[src/hw/power_seq_map.vh]
// Register map, field positions, reset values and state codes of the sequencer
`ifndef POWER_SEQ_MAP_VH
`define POWER_SEQ_MAP_VH

// ==========================================================
// Register offsets
`define OFS_GENERAL_CONTROL 8'h00
`define OFS_WAKE_TIME_LOW 8'h04
`define OFS_WAKE_TIME_HIGH 8'h08
`define OFS_DORMANT_SETTINGS 8'h0C
`define OFS_WAKE_ONE_SETTINGS 8'h10
`define OFS_WAKE_TWO_SETTINGS 8'h14
`define OFS_RUNNING_SETTINGS 8'h18
`define OFS_SLEEP_ONE_SETTINGS 8'h1C
`define OFS_SLEEP_TWO_SETTINGS 8'h20
`define OFS_SEQUENCE_STATUS 8'h24

// ==========================================================
// General control fields
`define GC_USB_UP_BIT 9
`define GC_USB_DOWN_BIT 8
`define GC_DEFAULT_LEVELS_BIT 7
`define GC_REAPPLY_BIT 6
`define GC_TIMER64_BIT 5
`define GC_TIMER_WAKE_BIT 4
`define GC_PIN_LEVEL_BIT 3
`define GC_PIN_WAKE_BIT 2
`define GC_SLEEP_BIT 1
`define GC_CLOCK_SEL_BIT 0
`define GC_RW_MASK 32'h0000_03BF
`define GC_RESET 32'h0000_0008

// ==========================================================
// State register fields
`define ST_DWELL_HI 20
`define ST_DWELL_LO 16
`define ST_TILE_CLK_OFF_BIT 14
`define ST_ANA_PFM_BIT 9
`define ST_CORE_PFM_BIT 8
`define ST_IO_EN_BIT 5
`define ST_PLL_EN_BIT 4
`define ST_ANA_EN_BIT 1
`define ST_CORE_EN_BIT 0
`define ST_RW_MASK 32'h001F_4331
`define ST_RUN_RW_MASK 32'h0000_4331
`define DORMANT_RESET 32'h0010_0000
`define WAKE_ONE_RESET 32'h0010_0020
`define WAKE_TWO_RESET 32'h0010_0033
`define RUNNING_RESET 32'h0000_0033
`define SLEEP_ONE_RESET 32'h0010_0022
`define SLEEP_TWO_RESET 32'h0010_0000

// ==========================================================
// Sequencer states
`define S_RUNNING 3'h0
`define S_SLEEP_ONE 3'h1
`define S_SLEEP_TWO 3'h2
`define S_DORMANT 3'h3
`define S_WAKE_ONE 3'h4
`define S_WAKE_TWO 3'h5

`endif

[src/hw/dwell_timer.v]
// Power-of-two minimum dwell counter for one sequencer state
`timescale 1ns/1ps
module dwell_timer (
	// Clock and reset
	input wire clk_sys,
	input wire nrst,
	// Control
	input wire restart,
	input wire tick,
	input wire [4:0] log2_cycles,
	// Status
	output reg expired_reg
);

reg [31:0] count_reg;
reg [31:0] count_next;
wire [31:0] limit;

// 2**N cycles, so a count of 2**N - 1 after the first tick ends the wait
assign limit = (32'h0000_0001 << log2_cycles) - 32'h0000_0001;

always @* begin
	count_next = count_reg;
	if (restart) begin
		count_next = 32'h0000_0000;
	end else if (tick && count_reg != limit) begin
		count_next = count_reg + 32'h0000_0001;
	end
end

always @(posedge clk_sys or negedge nrst) begin
	if (!nrst) begin
		count_reg <= 32'h0000_0000;
		expired_reg <= 1'b0;
	end else begin
		count_reg <= count_next;
		expired_reg <= !restart && tick && count_reg == limit;
		if (!restart && expired_reg) begin
			expired_reg <= 1'b1;
		end
	end
end

endmodule

[src/hw/sleep_wake_power_sequencer.v]
// Sleep and wake power sequencer with its register file
// ==========================================================
// Overview of operation
// General control bit 9 selects USB suspend power-up-enable mode.
// General control bit 8 selects USB suspend power-down-enable mode.
// Bit 7 chooses setpoint levels (0) or power-on levels (1) on wake.
// Writing bit 6 re-applies running-state settings; bit clears itself.
// Bit 5 selects 64-bit wake comparison, else low 32 bits only.
// Bit 4 enables timer wake from the dormant state.
// Low wake word is used only when timer wake enabled and dormant.
// High wake word is ignored unless 64-bit comparison is enabled.
// Bit 2 enables resume-pin wake; bit 3 picks its active level.
// Writing bit 1 starts sleep entry, self-clearing; only when running.
// Bit 0 picks default clock over slow clock, only while dormant.
// Bits 20:16 hold N; each state but running lasts at least 2**N cycles.
// Dormant dwell counts on whichever clock is currently enabled.
// Dormant advances after dwell only on an enabled wake condition.
// Wake phase one advances after dwell once enabled supplies are good.
// State bit 14 gates off the processor tile clock.
// Bit 9 analogue, bit 8 core switcher modulation; 1 is PFM.
// Bit 5 IO, bit 4 PLL, bit 0 core enable; bit 1 read-only.
// Dormant enables reset to 0; wake phase one only IO enable is 1.
// Wake phase two holds its dwell then waits for supplies good.
// Wake compare uses the 64-bit real-time counter, both wake words read/write.
// States cycle running, sleep one, sleep two, dormant, wake one, two.
// Reserved bits read zero and ignore writes.
`timescale 1ns/1ps
`include "power_seq_map.vh"
module sleep_wake_power_sequencer (
	// Clock and reset
	input wire clk_sys,
	input wire nrst,
	// Peripheral register access, 32-bit words
	input wire reg_write,
	input wire reg_read,
	input wire [7:0] reg_addr,
	input wire [31:0] reg_wdata,
	output reg [31:0] reg_rdata,
	// Wake sources
	input wire resume_pin,
	input wire [63:0] rtc_count,
	// Slow clock tick, one pulse per 31.25 kHz period
	input wire slow_tick,
	// Supply good reports
	input wire core_good,
	input wire analogue_good,
	input wire pll_good,
	input wire io_good,
	// Supply and clock controls
	output reg core_switcher_en,
	output reg analogue_switcher_en,
	output reg pll_regulator_en,
	output reg io_supply_output_en,
	output reg core_switcher_pfm,
	output reg analogue_switcher_pfm,
	output reg tile_clock_off,
	output reg use_default_levels,
	output reg sequencer_on_default_clock,
	// USB suspend controller modes
	output reg usb_power_up_en,
	output reg usb_power_down_en,
	// Present state
	output reg [2:0] seq_state
);

// ==========================================================
// Registers
reg [31:0] general_reg;
reg [31:0] wake_low_reg;
reg [31:0] wake_high_reg;
reg [31:0] set_reg [0:5];
reg [2:0] state_reg;
reg [2:0] state_next;
reg enter_reg;
reg reapply_reg;
reg [31:0] active;
wire dwell_done;
wire dwell_tick;
wire wake_cond;
wire timer_hit;
wire pin_hit;
wire supplies_good;
integer i;

// Settings index follows state code, so one table serves every state
function [2:0] state_of_offset;
	input [7:0] a;
	begin
		state_of_offset = 3'h7;
		case (a)
		`OFS_RUNNING_SETTINGS: state_of_offset = `S_RUNNING;
		`OFS_SLEEP_ONE_SETTINGS: state_of_offset = `S_SLEEP_ONE;
		`OFS_SLEEP_TWO_SETTINGS: state_of_offset = `S_SLEEP_TWO;
		`OFS_DORMANT_SETTINGS: state_of_offset = `S_DORMANT;
		`OFS_WAKE_ONE_SETTINGS: state_of_offset = `S_WAKE_ONE;
		`OFS_WAKE_TWO_SETTINGS: state_of_offset = `S_WAKE_TWO;
		default: state_of_offset = 3'h7;
		endcase
	end
endfunction

function [31:0] reset_of_state;
	input [2:0] s;
	begin
		case (s)
		`S_RUNNING: reset_of_state = `RUNNING_RESET;
		`S_SLEEP_ONE: reset_of_state = `SLEEP_ONE_RESET;
		`S_SLEEP_TWO: reset_of_state = `SLEEP_TWO_RESET;
		`S_DORMANT: reset_of_state = `DORMANT_RESET;
		`S_WAKE_ONE: reset_of_state = `WAKE_ONE_RESET;
		default: reset_of_state = `WAKE_TWO_RESET;
		endcase
	end
endfunction

// ==========================================================
// Wake conditions
wire [2:0] wsel;
assign wsel = state_of_offset(reg_addr);

// Upper word only joins the match when 64-bit mode is on
assign timer_hit = general_reg[`GC_TIMER64_BIT] ?
	(rtc_count >= {wake_high_reg, wake_low_reg}) :
	(rtc_count[31:0] >= wake_low_reg);
assign pin_hit = general_reg[`GC_PIN_WAKE_BIT] &&
	(resume_pin == general_reg[`GC_PIN_LEVEL_BIT]);
assign wake_cond = (general_reg[`GC_TIMER_WAKE_BIT] && timer_hit) ||
	pin_hit;

// Disabled supplies never hold the sequence back
assign supplies_good = (!active[`ST_CORE_EN_BIT] || core_good) &&
	(!active[`ST_ANA_EN_BIT] || analogue_good) &&
	(!active[`ST_PLL_EN_BIT] || pll_good) &&
	(!active[`ST_IO_EN_BIT] || io_good);

// Dormant on the slow clock advances only on its ticks
assign dwell_tick = (state_reg == `S_DORMANT &&
	!general_reg[`GC_CLOCK_SEL_BIT]) ? slow_tick : 1'b1;

always @* begin
	active = set_reg[state_reg];
end

dwell_timer u_dwell (
	.clk_sys(clk_sys),
	.nrst(nrst),
	.restart(enter_reg),
	.tick(dwell_tick),
	.log2_cycles(active[`ST_DWELL_HI:`ST_DWELL_LO]),
	.expired_reg(dwell_done)
);

// ==========================================================
// State sequence
always @* begin
	state_next = state_reg;
	case (state_reg)
	`S_RUNNING: begin
		if (general_reg[`GC_SLEEP_BIT]) begin
			state_next = `S_SLEEP_ONE;
		end
	end
	`S_SLEEP_ONE: begin
		if (dwell_done && !enter_reg) begin
			state_next = `S_SLEEP_TWO;
		end
	end
	`S_SLEEP_TWO: begin
		if (dwell_done && !enter_reg) begin
			state_next = `S_DORMANT;
		end
	end
	`S_DORMANT: begin
		if (dwell_done && !enter_reg && wake_cond) begin
			state_next = `S_WAKE_ONE;
		end
	end
	`S_WAKE_ONE: begin
		if (dwell_done && !enter_reg && supplies_good) begin
			state_next = `S_WAKE_TWO;
		end
	end
	`S_WAKE_TWO: begin
		if (dwell_done && !enter_reg && supplies_good) begin
			state_next = `S_RUNNING;
		end
	end
	default: state_next = `S_RUNNING;
	endcase
end

// ==========================================================
// Register writes and sequencer state
always @(posedge clk_sys or negedge nrst) begin
	if (!nrst) begin
		general_reg <= `GC_RESET;
		wake_low_reg <= 32'h0000_0000;
		wake_high_reg <= 32'h0000_0000;
		for (i = 0; i < 6; i = i + 1) begin
			set_reg[i] <= reset_of_state(i[2:0]);
		end
		state_reg <= `S_RUNNING;
		enter_reg <= 1'b1;
		reapply_reg <= 1'b0;
	end else begin
		state_reg <= state_next;
		enter_reg <= state_next != state_reg;
		reapply_reg <= 1'b0;
		// Sleep request is consumed by the step out of running
		if (state_reg == `S_RUNNING && general_reg[`GC_SLEEP_BIT]) begin
			general_reg[`GC_SLEEP_BIT] <= 1'b0;
		end
		if (reg_write) begin
			case (reg_addr)
			`OFS_GENERAL_CONTROL: begin
				general_reg <= reg_wdata & `GC_RW_MASK;
				// Request outside running would strand the sequence
				if (state_reg != `S_RUNNING) begin
					general_reg[`GC_SLEEP_BIT] <= 1'b0;
				end
				reapply_reg <= reg_wdata[`GC_REAPPLY_BIT];
			end
			`OFS_WAKE_TIME_LOW: wake_low_reg <= reg_wdata;
			`OFS_WAKE_TIME_HIGH: wake_high_reg <= reg_wdata;
			default: begin
				if (wsel != 3'h7) begin
					if (wsel == `S_RUNNING) begin
						set_reg[wsel] <= (reg_wdata &
							`ST_RUN_RW_MASK) |
							(set_reg[wsel] &
							(32'h0000_0001 << `ST_ANA_EN_BIT));
					end else begin
						set_reg[wsel] <= (reg_wdata &
							`ST_RW_MASK) |
							(set_reg[wsel] &
							(32'h0000_0001 << `ST_ANA_EN_BIT));
					end
				end
			end
			endcase
		end
	end
end

// ==========================================================
// Outputs; state settings load on state entry or on a re-apply request while running
always @(posedge clk_sys or negedge nrst) begin
	if (!nrst) begin
		core_switcher_en <= 1'b1;
		analogue_switcher_en <= 1'b1;
		pll_regulator_en <= 1'b1;
		io_supply_output_en <= 1'b1;
		core_switcher_pfm <= 1'b0;
		analogue_switcher_pfm <= 1'b0;
		tile_clock_off <= 1'b0;
		use_default_levels <= 1'b0;
		sequencer_on_default_clock <= 1'b1;
		usb_power_up_en <= 1'b0;
		usb_power_down_en <= 1'b0;
		seq_state <= `S_RUNNING;
		reg_rdata <= 32'h0000_0000;
	end else begin
		if (enter_reg || (reapply_reg && state_reg == `S_RUNNING)) begin
			core_switcher_en <= active[`ST_CORE_EN_BIT];
			analogue_switcher_en <= active[`ST_ANA_EN_BIT];
			pll_regulator_en <= active[`ST_PLL_EN_BIT];
			io_supply_output_en <= active[`ST_IO_EN_BIT];
			core_switcher_pfm <= active[`ST_CORE_PFM_BIT];
			analogue_switcher_pfm <= active[`ST_ANA_PFM_BIT];
			tile_clock_off <= active[`ST_TILE_CLK_OFF_BIT];
		end
		if (state_reg == `S_WAKE_ONE) begin
			use_default_levels <= general_reg[`GC_DEFAULT_LEVELS_BIT];
		end
		sequencer_on_default_clock <= state_reg != `S_DORMANT ||
			general_reg[`GC_CLOCK_SEL_BIT];
		usb_power_up_en <= general_reg[`GC_USB_UP_BIT];
		usb_power_down_en <= general_reg[`GC_USB_DOWN_BIT];
		seq_state <= state_reg;
		reg_rdata <= 32'h0000_0000;
		if (reg_read) begin
			case (reg_addr)
			`OFS_GENERAL_CONTROL: reg_rdata <= general_reg &
				~(32'h0000_0001 << `GC_REAPPLY_BIT);
			`OFS_WAKE_TIME_LOW: reg_rdata <= wake_low_reg;
			`OFS_WAKE_TIME_HIGH: reg_rdata <= wake_high_reg;
			`OFS_SEQUENCE_STATUS: reg_rdata <= {29'h0000_0000, state_reg};
			default: begin
				if (wsel != 3'h7) begin
					reg_rdata <= set_reg[wsel];
				end
			end
			endcase
		end
	end
end

endmodule

[config.mk]
export PLATFORM = sky130hd
export DESIGN_NAME = sleep_wake_power_sequencer
export DESIGN_NICKNAME = d
export VERILOG_FILES = /design/src/hw/dwell_timer.v /design/src/hw/sleep_wake_power_sequencer.v
export VERILOG_INCLUDE_DIRS = /design/src /design/src/hw
export SDC_FILE = /design/constraint.sdc
export NUM_CORES = 1
export LEC_CHECK = 0
export BUFFER_PORTS_ARGS = -buffer_cell sky130_fd_sc_hd__buf_2
export CORE_AREA = 2 2 246 248
export CTS_CLUSTER_DIAMETER = 50
export DETAILED_ROUTE_END_ITERATION = 10
export DIE_AREA = 0 0 248 250
export GPL_ROUTABILITY_DRIVEN = 0
export GPL_TIMING_DRIVEN = 0
export MAX_ROUTING_LAYER = met4
export PLACE_DENSITY = 0.56
export SYNTH_ARGS = -nofsm -noshare
export SYNTH_HDL_FRONTEND = slang
export SYNTH_SLANG_ARGS = --single-unit
[constraint.sdc]
create_clock -name clk_sys -period 6.7 [get_ports clk_sys]
set_input_delay 1.34 -clock clk_sys [delete_from_list [all_inputs] [get_ports clk_sys]]
set_output_delay 1.34 -clock clk_sys [all_outputs]
set_load 0.05 [all_outputs]
==> qor.csv, run 1 <==
metric,value,unit
Hold Path Depth,0,
worst r2r src,state_reg[0]$_DFF_PN0_,
skew final,0.0314,ns
Cell Rows,90,
ANT nets after route,0,
Iteration-0 DRC Markers,1163,
Placement Cell Area,20000,µm²
DRT Wirelength,60900,µm
crit end category,flop,
nets,2092,
worst path required time,7.16,ns
post-DP HPWL,45400,µm
Synth warnings,0,
Post-synth EDFFs,0,
Setup WS pre-CTS,1.05,ns
result of the run,completed,
"CP delay by family, top",simple AND/OR/NAND/NOR gates,
synth unique cells,66,
CTS sink count,349,
routed vias,14600,
GRT Resource Usage Total,20.1,%
Clock power frac,40.9,%
CTS buffer count,44,
"Async S/R FF share, synth",100,%
clk root buf,clkbuf_16,
Seq cells post-synth,349,
setup TNS,0,ns
Sw Ratio,32.3,%
Crit Path Category,flop to flop,
max_cap viols,0,
fin worst setup slack,0.833,ns
slew margin rel.,10.7,%
Tightest Pin Transition,1.33,ns
CP cell instances,buf_6 -> buf_2 -> mux2i_1 -> nor2_1 -> nor4_1 -> and2_1 -> nand3_1 -> ha_1 -> clkbuf_1 -> clkbuf_1 -> o31ai_1 -> xnor2_1 -> nor4_1 -> o2111ai_1 -> a2111oi_4 -> buf_6 -> nor3b_1 -> mux2_1,
ys flop type,dfrtp_1,
vias in the first global route,14700,
f_max,170,MHz
Pwr Density,301,nW/µm²
CP peak stage delay,1.12,ns
postcts setup bufs,0,
r2r setup slk,0.83,ns
cell count after synthesis,1709,
largest net degree at the start of global routing,123,
full die area,62000,µm²
Final Max Slew Viols,0,
Gate power share,24.0,%
Die Ht,250,µm
r2r endpoint,u_dwell.count_reg[13]$_DFFE_PN0P_,
Routed wire per std cell,22.2,µm
routed vias/inst,5.31,
CTS tree,built,
P_leak,9.73,nW
Util after Layout,36.4,%
sequential share of power,35.1,%
worst reg-to-reg path cell count,18,
CP Depth,18,
hold buffers post-CTS,0,
share of layout cells above drive strength 1,22.6,%
Placed Cells,2648,
finished layout cell area,21700,µm²
hold path startpoint,state_reg[2]$_DFF_PN0_,
RSZ-0062 raised after global routing,false,
"Max stage delay cell, worst path",nor4_1,
first-pass GRT wire length,91400,µm
sequential-to-total area share from yosys stat,48.2,%
Pint,4.41,mW
drc violations,0,
final setup violation count,0,
worst-path fanout max,10,
Max VDD drop,0.166,mV
Synth Net Count,1889,
DR pass1 iterations,5,
Worst setup SP type,flop,
"Reg clk slew, reported paths",0.06,ns
IO Pins,160,
critical path arrival,6.33,ns
Initial Util,30.5,%
CP bufs+invs,5,
worst skew pair latency,0.61,ns
Syn Area/Cell,10.6,µm²
H-tree Lvls,2,
Layout Cells excl Fill,2742,
Longest Clk Path Bufs,3,
initial antenna violation count,11,
grt total ovfl,0,
Sw Pwr,2.11,mW
"Min Clock Period, post-route",5.87,ns
Hold Crit Class,flop to flop,
Post-CTS Resized,0,
final count of hold timing violations,0,
Area Overhead vs Synth,19.2,%
port bufs,155,
hold endpoint,seq_state[2]$_DFF_PN0_,
Tcrit/Tclk final,87.6,%
core area,59600,µm²
die width,248,µm
Mapped Area,18200,µm²
==> routing by layer <==
layer	wire (µm)	vias up	global-route usage (%)	part of all wire [%]
met4	2210	0	7.19	3.6
met3	4170	122	4.03	6.8
met2	29600	544	32.3	49
li1	-	6580	-	-
met1	24900	7309	25.1	41
met5	0	-	-	0
==> kinds of logic (layout without fill, tap and decap cells) <==
kind of cell             after synthesis  count (layout)  share of synthesized area [%]
AO/OA/AOI/OAI                        343             343                           12.5
XOR/XNOR                              25              25                           1.20
adder cells (fa/ha/maj)               66              66                           4.54
buffers and inverters                191             430                           4.32
flip-flops                           349             349                           48.2
multiplexers                         211             211                           13.3
other                                  0              12                              0
AND/OR/NAND/NOR                      524             524                           15.9
==> Yosys cell counts, types with 9 or more instances <==
master      n  share of area [%]
nand4_1    30                1.0
o31ai_1    15               0.62
ha_1       66                4.5
a21oi_1    65                1.8
a22oi_1    20               0.83
or3_1      13               0.45
and3_1      9               0.31
or4_1      12               0.50
mux4_2     10                1.2
nor3_1     20               0.55
inv_1      73                1.5
o221ai_1   27                1.3
nor2_1     80                1.7
o21a_1      9               0.37
mux2i_1    55                3.0
o22ai_1    16               0.55
a211oi_1   30                1.2
mux2_2    142                8.8
nand2_1    77                1.6
and2_1     88                3.0
xnor2_1    14               0.67
dfrtp_1   326                 45
clkbuf_1   85                1.8
buf_1      15               0.31
a221oi_1   20               0.96
nor2b_1   112                3.9
a21o_1     17               0.70
nor4_1     14               0.48
xor2_1     11               0.53
buf_2       9               0.25
dfstp_2    23                3.3
o21ai_0    90                2.5
nand3_1    33               0.91
==> power groups by stage <==
stage               clock network, mW  registers, mW  logic [mW]
floorplan                           0           2.36        1.00
global placement                    0           2.32        1.50
detailed placement                  0           2.32        1.54
CTS                              2.71           2.29        1.55
global route                     2.80           2.29        1.69
finish                           2.67           2.29        1.57
==> worst max path at each step <==
| stage | from | end | slack [ns] |
|---|---|---|---|
| after detailed placement | state_reg[0]$_DFF_PN0_ | u_dwell.count_reg[17]$_DFFE_PN0P_ | 1.05 |
| final | state_reg[0]$_DFF_PN0_ | u_dwell.count_reg[13]$_DFFE_PN0P_ | 0.83 |
| after floorplan | state_reg[1]$_DFF_PN0_ | u_dwell.count_reg[17]$_DFFE_PN0P_ | 2.47 |
| after global placement | nrst | reg_rdata[28]$_DFF_PN0_ | -2.56 |
| after global routing | state_reg[0]$_DFF_PN0_ | u_dwell.count_reg[17]$_DFFE_PN0P_ | 0.65 |
| after CTS | state_reg[0]$_DFF_PN0_ | u_dwell.count_reg[13]$_DFFE_PN0P_ | 1.05 |
==> area by class of cell <==
cell class	instances	area (µm²)
tap	782	978
fill	5943	37900
inverter	74	278
clock buffer	58	1250
clock inverter	24	384
buffer	117	507
multi-input combinational	1169	8640
antenna	12	30.0
sequential	349	8760
timing repair buffer	157	841
==> metrics by stage <==
stage               hold slack, ns  total power [mW]
finish                       0.426              6.52
global route                 0.446              6.79
CTS                          0.424              6.54
detailed placement           0.411              3.86
global placement             0.414              3.82
floorplan                    0.349              3.36
==> worst reg2reg max path, stage by stage (launching register included) <==
cell and delay, ns:
dfrtp_1 0.40, buf_6 0.15, buf_2 0.33, mux2i_1 0.29, nor2_1 0.13, nor4_1 1.12, and2_1 0.35, nand3_1 0.10
ha_1 0.24, clkbuf_1 0.26, clkbuf_1 0.31, o31ai_1 0.16, xnor2_1 0.12, nor4_1 0.26, o2111ai_1 0.25, a2111oi_4 0.61
buf_6 0.25, nor3b_1 0.07, mux2_1 0.34
==> cell usage in the layout (no fill, tap or decap), types with 66 or more instances in the layout <==
cell type / count
and2_1: 88
buf_2: 163
clkbuf_1: 90
dfrtp_1: 326
ha_1: 66
inv_1: 73
mux2_2: 142
nand2_1: 77
nor2_1: 80
nor2b_1: 112
o21ai_0: 90
Power figures use the tool's default switching activity.
==> inputs of run 2 (changes only) <==
- CTS_BUF_LIST: not set -> sky130_fd_sc_hd__clkbuf_8
==> run 2 against run 1 <==
  * Clock skew up 0.012 ns
  * Die area unchanged
  * Wire length up 0.14%
  * Sequential cell count unchanged
  * Global-route usage up 0.15 points
  * Register-to-register slack worse by 0.02 ns
  * Critical endpoint is now u_dwell.count_reg[17]$_DFFE_PN0P_
  * Largest cell class unchanged
  * Largest power group is now sequential cells
  * Highest routed layer unchanged
==> qor.csv, run 2 (synthesis gave the netlist of run 1 again) <==
metric,value,unit,change
CTS sink count,349,,unchanged
Tightest Pin Transition,1.33,ns,-0.00103 ns
Overall Power,6.12,mW,-6.2%
DRT Wirelength,61000,µm,+0.14%
Cell Rows,90,,unchanged
Hold Path Depth,0,,unchanged
worst skew pair latency,0.65,ns,+0.04 ns
largest net degree at the start of global routing,123,,unchanged
skew final,0.0432,ns,+0.0118 ns
CTS buffer count,66,,+50%
ANT nets after route,0,,unchanged
Iteration-0 DRC Markers,1316,,+13%
P_leak,9.74,nW,about the same
Post-CTS Resized,0,,unchanged
H-tree Lvls,3,,+1
final setup violation count,0,,unchanged
Die Ht,250,µm,unchanged
worst reg-to-reg path cell count,18,,unchanged
most frequent cells in the layout,"dfrtp_1 (326), buf_2 (163), mux2_2 (142)",,
first-pass GRT wire length,91600,µm,+0.15%
die width,248,µm,unchanged
"Reg clk slew, reported paths",0.06,ns,about the same
Crit Path Category,flop to flop,,
"Min Clock Period, post-route",5.89,ns,+0.0191 ns
share of layout cells above drive strength 1,23.5,%,+0.89 points
initial antenna violation count,10,,-1
Pwr Density,285,nW/µm²,-5.2%
routed vias,14600,,+0.48%
Layout Cells excl Fill,2778,,+1.3%
DR pass1 iterations,5,,unchanged
f_max,170,MHz,-0.33%
crit end category,flop,,
GRT Resource Usage Total,20.3,%,+0.15 points
Longest Clk Path Bufs,3,,unchanged
Worst setup SP type,flop,,
hold buffers post-CTS,0,,unchanged
result of the run,completed,,
"Max stage delay cell, worst path",nor4_1,,
Hold Crit Class,flop to flop,,
CTS tree,built,,
core area,59600,µm²,unchanged
Placed Cells,2648,,unchanged
clk root buf,clkbuf_8,,
port bufs,155,,unchanged
CP cell instances,buf_6 -> buf_2 -> mux2i_1 -> nor2_1 -> nor4_1 -> and2_1 -> nand3_1 -> ha_1 -> clkbuf_1 -> clkbuf_1 -> o31ai_1 -> xnor2_1 -> nor4_1 -> o2111ai_1 -> a2111oi_4 -> buf_6 -> nor3_1 -> mux2_1,,
nets,2114,,+1.1%
worst path required time,7.23,ns,+0.07 ns
filler cell count,5960,,+0.29%
critical path arrival,6.42,ns,+0.09 ns
WHS,0.434,ns,+0.00754 ns
Initial Util,30.5,%,unchanged
drc violations,0,,unchanged
Tcrit/Tclk final,87.9,%,+0.29 points
Routed wire per std cell,22.0,µm,-1.2%
Util after Layout,36.0,%,-0.35 points
RSZ-0062 raised after global routing,false,,
final count of hold timing violations,0,,unchanged
Area Overhead vs Synth,18.1,%,
routed vias/inst,5.26,,-0.82%
CP peak stage delay,1.12,ns,about the same
"most common cell after layout, fill and taps aside",dfrtp_1,,
grt total ovfl,0,,unchanged
setup TNS,0,ns,unchanged
Max VDD drop,0.162,mV,-2.4%
postcts setup bufs,0,,unchanged
post-DP HPWL,45400,µm,unchanged
vias in the first global route,14900,,+1.4%
Final Max Slew Viols,0,,unchanged
full die area,62000,µm²,unchanged
max_cap viols,0,,unchanged
IO Pins,160,,unchanged
slew margin rel.,10.6,%,-0.066 points
worst-path fanout max,10,,unchanged
==> run 2: path summary, 6_finish.rpt <==
path / from / slack, ns / endpoint
worst max-delay path: state_reg[0]$_DFF_PN0_ / 0.81 / u_dwell.count_reg[17]$_DFFE_PN0P_
worst min-delay path: state_reg[2]$_DFF_PN0_ / 0.43 / seq_state[2]$_DFF_PN0_
worst max register to register: state_reg[0]$_DFF_PN0_ / 0.81 / u_dwell.count_reg[17]$_DFFE_PN0P_
worst min register to register: state_reg[2]$_DFF_PN0_ / 0.43 / seq_state[2]$_DFF_PN0_
max in group asynchronous: nrst / 4.73 / set_reg[24]$_DFFE_PN0P_
min in group asynchronous: nrst / 0.74 / u_dwell.count_reg[21]$_DFFE_PN0P_
==> run 2: stage by stage <==
step           area [µm²]  setup WS (ns)
2_1_floorplan       18200           2.47
3_3_place_gp        19900          -2.56
3_5_place_dp        20000           1.05
4_1_cts             21400           1.02
5_1_grt             21500          0.609
6_report            21500          0.814
==> run 2: per-layer routing <==
layer | vias up | track usage, % | wire length (µm)
met3 | 146 | 5.54 | 4550
met4 | 0 | 8.61 | 2830
li1 | 6611 | - | -
met5 | - | - | 0
met2 | 596 | 31.7 | 29100
met1 | 7272 | 24.5 | 24500
==> run 2: report_power, final <==
part	switching [mW]	leakage (nW)	total (mW)	internal [mW]
sequential	0.0852	4.76	2.29	2.20
clock	0.993	0.803	2.26	1.27
combinational	1.01	4.18	1.57	0.562
==> run 2: critical path, delay by kind of cell, from the launching register on <==
kind                     cells  cell delay, ns
adder cells (fa/ha/maj)      1            0.25
buffers and inverters        5            1.31
XOR/XNOR                     1            0.12
flip-flops                   1            0.42
AO/OA/AOI/OAI                3            0.99
multiplexers                 2            0.62
AND/OR/NAND/NOR              6            2.04
==> run 2: area by class of cell <==
cell class	count	area (µm²)	share of cell area, %
clock buffers	85	1170	5.45
plain buffers	117	507	2.36
multi-input cells	1169	8640	40.2
repair buffers	157	841	3.92
diodes	11	27.5	0.128
flip-flops and latches	349	8760	40.8
inverters	74	278	1.29
well taps	782	978	4.56
clock inverters	34	264	1.23
